===== config.mk =====
export PLATFORM = sky130hd
export DESIGN_NAME = sar_conversion_sequencer
export DESIGN_NICKNAME = d
export VERILOG_FILES = /design/src/sar_seq_pkg.sv /design/src/sar_conversion_sequencer.sv
export SDC_FILE = /design/constraint.sdc
export NUM_CORES = 1
export LEC_CHECK = 0
export BUFFER_PORTS_ARGS = -buffer_cell sky130_fd_sc_hd__buf_2
export CAP_MARGIN = 20
export CORE_MARGIN = 2
export CORE_UTILIZATION = 40
export DETAILED_ROUTE_END_ITERATION = 7
export HOLD_SLACK_MARGIN = 0.15
export PLACE_DENSITY = 0.69
export SYNTH_ARGS = -nofsm -noshare
export SYNTH_HDL_FRONTEND = slang
export SYNTH_SLANG_ARGS = --single-unit

===== constraint.sdc =====
create_clock -name sys_clk -period 2.25 [get_ports sys_clk]
set_clock_uncertainty 0.15 [all_clocks]
set_input_delay 0.5625 -clock sys_clk [delete_from_list [all_inputs] [get_ports sys_clk]]
set_output_delay 0.5625 -clock sys_clk [all_outputs]
set_load 0.005 [all_outputs]

===== src/sar_seq_pkg.sv =====
/*
 * Shared constants and carriers for the successive-approximation sequencer.
 * Assumes a single 20 MHz system clock and an analog front end driven by the
 * switch controls and read back through one comparator bit.
 */
package sar_seq_pkg;

    localparam int RESULT_WIDTH = 16;
    localparam int CLK_HZ = 20_000_000;
    localparam int RATE_SPS = 250_000;
    // Whole cycles per conversion slot at the top rate, rounded down
    localparam int SLOT_CYCLES = CLK_HZ / RATE_SPS;
    localparam int SETTLE_CYCLES = 2;
    localparam int BIT_CYCLES = 2;

    localparam logic [15:0] CODE_MAX = 16'h7FFF;
    localparam logic [15:0] CODE_MIN = 16'h8000;
    localparam logic [15:0] CODE_RESET = 16'h0000;
    localparam logic [4:0] BIT_TOP = 5'h0F;

    typedef enum logic [2:0]
    {
        ST_ACQUIRE = 3'b000,
        ST_OPEN_GROUND = 3'b001,
        ST_HOLD = 3'b011,
        ST_TRIAL = 3'b010,
        ST_DONE = 3'b110
    } seq_state_e;

    typedef struct packed
    {
        logic pos_array_ground_switch;
        logic neg_array_ground_switch;
        logic inputs_attached;
        logic arrays_grounded;
        logic powered;
    } front_ctrl_s;

    typedef struct packed
    {
        logic [15:0] code;
        logic chain_mode;
    } result_s;

endpackage


===== src/sar_conversion_sequencer.sv =====
/*
 * Conversion sequencer: sampling switch order, binary search over the
 * 16-element capacitor arrays, saturating two's-complement result.
 * Assumes convert_strobe and comparator are synchronous to sys_clk and
 * that the comparator settles within one trial step.
 */
`timescale 1ns/100ps

module sar_conversion_sequencer
#(
    parameter int WIDTH = sar_seq_pkg::RESULT_WIDTH
)
(
    // Clock and reset
    input wire logic sys_clk,
    input wire logic rstn,
    // Host strobe and mode selection
    input wire logic convert_strobe,
    input wire logic mode_select,
    // Analog front end
    input wire logic comparator,
    input wire logic over_range,
    input wire logic under_range,
    output sar_seq_pkg::front_ctrl_s front_ctrl,
    output logic [WIDTH-1:0] dac_pos,
    output logic [WIDTH-1:0] dac_neg,
    // Result
    output sar_seq_pkg::result_s result,
    output logic busy,
    output logic done_pulse
);
    import sar_seq_pkg::*;

    // ************************************************************
    // Elaboration checks
    // ************************************************************
    // Bit index and trial logic are sized for exactly 16 elements
    if (WIDTH != RESULT_WIDTH)
    begin : g_width_check
        $error("WIDTH must equal the array element count");
    end

    // The 4-bit step counter cannot pace longer phases
    if (SETTLE_CYCLES < 1 || SETTLE_CYCLES > 16 || BIT_CYCLES < 1 || BIT_CYCLES > 16)
    begin : g_step_check
        $error("phase lengths must lie between 1 and 16 cycles");
    end

    // Open, hold, all trials and done must fit one slot at the top rate
    if (2 * SETTLE_CYCLES + RESULT_WIDTH * BIT_CYCLES + 1 > SLOT_CYCLES)
    begin : g_rate_check
        $error("conversion does not fit the sample slot");
    end

    function automatic logic is_idle(input seq_state_e s);
        return (s == ST_ACQUIRE);
    endfunction

    // ************************************************************
    // Sequencing
    // ************************************************************
    seq_state_e state_reg;
    seq_state_e state_next;
    logic strobe_prev_reg;
    logic [4:0] bit_reg;
    logic [3:0] step_reg;
    logic [WIDTH-1:0] trial_reg;
    logic [WIDTH-1:0] code_reg;
    logic chain_reg;
    logic done_reg;
    logic start;
    logic step_end;

    assign start = convert_strobe & ~strobe_prev_reg;

    always_ff @(posedge sys_clk or negedge rstn)
    begin
        if (!rstn)
        begin
            strobe_prev_reg <= 1'b0;
        end
        else
        begin
            strobe_prev_reg <= convert_strobe;
        end
    end

    // One short step counter paces the open, hold and trial phases; no external clock used
    assign step_end = (step_reg == 4'(BIT_CYCLES - 1));

    always_comb
    begin
        state_next = state_reg;
        case (state_reg)
            ST_ACQUIRE:
            begin
                // Start only from acquisition: edges mid-conversion are lost
                if (start)
                begin
                    state_next = ST_OPEN_GROUND;
                end
            end
            ST_OPEN_GROUND:
            begin
                if (step_reg == 4'(SETTLE_CYCLES - 1))
                begin
                    state_next = ST_HOLD;
                end
            end
            ST_HOLD:
            begin
                if (step_reg == 4'(SETTLE_CYCLES - 1))
                begin
                    state_next = ST_TRIAL;
                end
            end
            ST_TRIAL:
            begin
                if (step_end && bit_reg == 5'h00)
                begin
                    state_next = ST_DONE;
                end
            end
            ST_DONE:
            begin
                state_next = ST_ACQUIRE;
            end
            default:
            begin
                state_next = ST_ACQUIRE;
            end
        endcase
    end

    always_ff @(posedge sys_clk or negedge rstn)
    begin
        if (!rstn)
        begin
            state_reg <= ST_ACQUIRE;
        end
        else
        begin
            state_reg <= state_next;
        end
    end

    always_ff @(posedge sys_clk or negedge rstn)
    begin
        if (!rstn)
        begin
            step_reg <= 4'h0;
        end
        else if (state_next != state_reg || (state_reg == ST_TRIAL && step_end))
        begin
            step_reg <= 4'h0;
        end
        else if (!is_idle(state_reg))
        begin
            step_reg <= step_reg + 4'h1;
        end
    end

    // ************************************************************
    // Interface mode capture
    // ************************************************************
    always_ff @(posedge sys_clk or negedge rstn)
    begin
        if (!rstn)
        begin
            chain_reg <= 1'b0;
        end
        else if (is_idle(state_reg) && start)
        begin
            chain_reg <= ~mode_select;
        end
    end

    // ************************************************************
    // Binary search
    // ************************************************************
    // Index of the element under trial, top element first
    always_ff @(posedge sys_clk or negedge rstn)
    begin
        if (!rstn)
        begin
            bit_reg <= BIT_TOP;
        end
        else if (state_reg == ST_HOLD && state_next == ST_TRIAL)
        begin
            bit_reg <= BIT_TOP;
        end
        else if (state_reg == ST_TRIAL && step_end && bit_reg != 5'h00)
        begin
            bit_reg <= bit_reg - 5'h01;
        end
    end

    always_ff @(posedge sys_clk or negedge rstn)
    begin
        if (!rstn)
        begin
            trial_reg <= CODE_RESET;
        end
        else if (state_reg == ST_HOLD && state_next == ST_TRIAL)
        begin
            trial_reg <= CODE_MIN;
        end
        else if (state_reg == ST_TRIAL && step_end)
        begin
            // Offset-binary search; MSB weight first, then halves
            if (!comparator)
            begin
                trial_reg[bit_reg[3:0]] <= 1'b0;
            end
            if (bit_reg != 5'h00)
            begin
                trial_reg[bit_reg[3:0] - 4'h1] <= 1'b1;
            end
        end
    end

    // Both arrays carry the same trial word, mirrored in polarity
    for (genvar i = 0; i < WIDTH; i++)
    begin : g_element
        assign dac_pos[i] = trial_reg[i];
        assign dac_neg[i] = ~trial_reg[i];
    end

    // ************************************************************
    // Result and completion
    // ************************************************************
    always_ff @(posedge sys_clk or negedge rstn)
    begin
        if (!rstn)
        begin
            done_reg <= 1'b0;
        end
        else
        begin
            done_reg <= (state_reg == ST_DONE);
        end
    end

    // Range flags count only in the done cycle; over-range wins if both
    always_ff @(posedge sys_clk or negedge rstn)
    begin
        if (!rstn)
        begin
            code_reg <= CODE_RESET;
        end
        else if (state_reg == ST_DONE)
        begin
            if (over_range)
            begin
                code_reg <= CODE_MAX;
            end
            else if (under_range)
            begin
                code_reg <= CODE_MIN;
            end
            else
            begin
                // Flip MSB: offset binary to two's complement, this sample
                code_reg <= trial_reg ^ CODE_MIN;
            end
        end
    end

    assign result.code = code_reg;
    assign result.chain_mode = chain_reg;
    assign busy = !is_idle(state_reg);
    assign done_pulse = done_reg;

    // ************************************************************
    // Front-end switch control
    // ************************************************************
    always_comb
    begin
        // Ground switches closed only while acquiring; inputs attached while acquiring and in open-ground
        front_ctrl.pos_array_ground_switch = is_idle(state_reg);
        front_ctrl.neg_array_ground_switch = is_idle(state_reg);
        front_ctrl.inputs_attached = is_idle(state_reg)
                                     || (state_reg == ST_OPEN_GROUND);
        front_ctrl.arrays_grounded = (state_reg == ST_HOLD) || (state_reg == ST_TRIAL);
        // Analog core is off in acquisition, saving power at low rates
        front_ctrl.powered = !is_idle(state_reg);
    end

endmodule


Yosys cells after proc, flatten, opt, wreduce, memory -nomap -nowiden
Index checks and enable logic that the tools add are counted.
Word-level totals
  bits in registers: 47
  output and inout port bits: 56
  word-level logic and storage cells: 82
  input port bits: 7
Operators by class
  add/subtract/negate cells: 3
  bitwise operators: 22
  mux-type cells: 21
  $lt $le $gt $ge: 4
  reduce and logical (&&, ||, !) cells: 16
  equality and inequality tests: 8
Operators by type and width (number)
  2-to-1 mux 16 bit: 8
  NOT 1 bit: 18
  bitwise AND 16 bit: 1
  NOT 16 bit: 1
  bitwise OR 16 bit: 1
  2-to-1 mux 3 bit: 4
  one-hot mux 3 bit (4 select lines): 1
  < comparator 4 x 5 -> 1 bit (second input constant): 2
  2-to-1 mux 5 bit: 2
  equality test 3 x 2 -> 1 bit (second input constant): 3
  demux 1 bit (select 4 bit): 2
  greater-or-equal comparator 4 x 1 -> 1 bit (second input constant): 2
  2-to-1 mux 4 bit: 2
  logical AND 1 bit: 7
  zero test 5 bit: 1
  nonzero test 5 bit: 1
  subtractor 5 x 1 -> 5 bit (second input constant): 1
  adder 4 x 1 -> 4 bit (second input constant): 1
  equality test 4 x 1 -> 1 bit (second input constant): 1
  nonzero test 2 bit: 2
  subtractor 4 x 1 -> 4 bit (second input constant): 1
  equality test 3 x 1 -> 1 bit (second input constant): 1
  equality test 3 bit (second input constant): 1
  zero test 3 bit: 1
  6 further kinds: 9

Longest topological paths before layout
  word-level depth: 13
  mapped depth: 7
  gate-level depth less buffers: 6

Worst setup path after synthesis
OpenSTA, ideal clock, no wires.
  path kind: register -> output
  from: register state_reg[0]
  to: output front_ctrl[4] (netlist bit)
  buffers on the path: 3
  data arrival time: 1.270 ns
  cell stages (with the launch flop): 6
  slack: 0.267 ns
  data required time: 1.537 ns
  cells stage by stage: dfrtp_1 > clkbuf_1 > or3_1 > clkbuf_1 > inv_1 > buf_4
RTL lines
  start: declaration: RTL line sar_conversion_sequencer.sv:62  | seq_state_e state_reg;
  start signal: assignment: RTL line sar_conversion_sequencer.sv:143  | state_reg <= state_next;
  end: declaration: RTL line sar_conversion_sequencer.sv:24  | output sar_seq_pkg::front_ctrl_s front_ctrl,

==> run_results.csv <==
group,metric,value,unit
status,status,"finished, final reports clean",
route,wl_per_cell,13.8,um
hold_path,hp-class,"in -> reg",
final_layout,syn_to_final_growth,18.9,%
worst_setup_path,cp-start-kind,"flip-flop",
yosys,synth_edf_count,0,
worst_setup_path,required,1540,ps
timing,rsz0062_at_grt,"false",
run,max_cap_violations,0,
route,drt-total-wl,5670,um
timing,worst_slack,128,ps
floorplanning,fp.dieArea,6710,um2
yosys,synth.avg_cell_area,8.70,um2
power_and_ir_drop,cellLeakagePower,1.36,nW
final_layout,fin_cells,410,
power_and_ir_drop,finalPower,3.72,mW
final_layout,mostFrequentLayoutCell,"buf_2",
final_layout,nNetsFinal,348,
timing,post-route-min-period,2120,ps
grt,grtUsageTotal,0.179,
final_layout,utilization,0.490,
placement,port_buffers,62,
floorplanning,pin_count,63,
placement,hpwl,4140,um
worst_setup_path,reg2reg_slack,240,ps
grt,grt_max_degree,31,
placement,placed_area,2790,um2
floorplanning,die_w,81.9,um
timing,setup_viol,0,
clock_network,clk_latency,300,ps
clock_network,cts_buffers,5,
route,routed_via_density,5.15,
route,drt_pass1_iterations,4,
worst_setup_path,crit_path_start,"state_reg[1]$_DFF_PN0_",
floorplanning,die_h,81.9,um
clock_network,cts_root_buffer,"clkbuf_8",
placement,gp_congestion,0.890,
route,ant_nets,0,
worst_setup_path,r2r-start,"bit_reg[0]$_DFFE_PN1P_",
floorplanning,initial_utilization,0.413,
timing,holdWs,229,ps
power_and_ir_drop,ir_drop,0.735,mV
worst_setup_path,crit_type,"reg -> out",
grt,grt_antenna_before_repair,0,
floorplanning,row_count,28,
worst_setup_path,crit_path_end_kind,"primary output",
yosys,synthArstFlopShare,1.00,
final_layout,drive_gt1_frac,0.260,
clock_network,htreeDepth,2,
clock_network,cts.sinks,47,
yosys,syn_area,2430,um2
final_layout,final_cell_mix,"buf_2, o21ai_0, dfrtp_1",
hold_path,hold_start,"convert_strobe",
clock_network,cts_tree,"built",
route,drc,0,
yosys,ys_ff_latch,47,
worst_setup_path,crit_arrival,1410,ps
power_and_ir_drop,p_per_area,1290,nW/um2
grt,grt_first_pass_wirelength,9220,um
timing,period_share,0.943,
timing,slew_viol_final,0,
clock_network,cts_buffer_depth,2,
yosys,yosysWarnings,0,
clock_network,cts.clk_slew.worst_paths,90,ps
final_layout,final_area,2890,um2
route,via_count,2110,
timing,max_slew_margin,0.648,
yosys,synth_fp_nets,293,
timing,hold_viol,0,
worst_setup_path,worst-path-max-fanout,10,
timing,fin_tns_setup,0,ps
timing,tightestPinTransition,528,ps
yosys,synth_flop_cell,"dfrtp_1",
placement,preCtsSetupSlack,276,ps
timing,fmax,471,MHz
yosys,synth.distinct_cells,39,
clock_network,post_cts_buffers,0,
route,drtIter0Drc,121,
floorplanning,core_area,5890,um2
final_layout,antenna_cells,0,
yosys,syn_inst,279,
grt,grt_overflow,0,
grt,grt_pass1_vias,1893,
placement,dp.cells,401,
yosys,yosysSeqAreaShare,0.486,
==> synth_stat cells (4+ instances only) <==
| cell | instances | area, um2 |
|---|---|---|
| a31oi_1 | 5 | 31.3 |
| nor2b_1 | 6 | 37.5 |
| nand2_1 | 27 | 101 |
| dfstp_2 | 4 | 105 |
| nor2_1 | 16 | 60.1 |
| inv_1 | 27 | 101 |
| dfrtp_1 | 43 | 1080 |
| o21ai_1 | 8 | 40.0 |
| a21oi_1 | 33 | 165 |
| ha_1 | 7 | 87.6 |
| clkbuf_1 | 14 | 52.6 |
| o21ai_0 | 43 | 215 |
| nand3_1 | 6 | 30.0 |
==> worst paths after layout <==
check	to	depth (start not counted)
max	front_ctrl[4]	3
max in group asynchronous	bit_reg[3]$_DFFE_PN1P_	3
min	strobe_prev_reg$_DFF_PN0_	1
min in group asynchronous	code_reg[1]$_DFFE_PN0P_	2
max reg2reg	dac_pos[13]$_DFFE_PN0P_	6
min reg2reg	code_reg[8]$_DFFE_PN0P_	2
==> area by class of cell <==
class                   count  area, um2
clock buffers               6       72.6
clock inverters             2       12.5
fillers                   582       3000
inverters                  27        101
multi-input cells         183       1040
flip-flops and latches     47       1180
well taps                  75       93.8
repair buffers             70        385
==> report_power, final <==
part | switching, mW | internal (mW)
Sequential | 0.357 | 1.22
Combinational | 0.900 | 0.735
Clock | 0.293 | 0.218
Total | 1.55 | 2.17
==> worst max-delay path: stages (launching register included) <==
cell and delay, ps:
dfrtp_1 460, or3_4 450, inv_1 80, buf_2 110
==> routing by layer <==
metal  track usage  routed length (um)
met5             0                   0
met2         0.286                2590
met3        0.0341                 390
met1         0.248                2620
met4        0.0533                  70
==> repair_timing <==
action                                 in CTS  in global routing
hold buffers                                1                  0
endpoints found under the hold margin      18                  0
setup endpoints to repair                   0                  4
gates resized for setup                     0                  1
==> cell families after synthesis <==
logic type | synth area share
xor gates and xnor gates | 0.0216
DFF | 0.486
AOI/OAI and AO/OA | 0.226
and+or+nand+nor | 0.138
buffers and inverters | 0.0876
adders and majority gates | 0.0361
muxes | 0.00464
No activity file was read; power rests on OpenSTA's default activity.
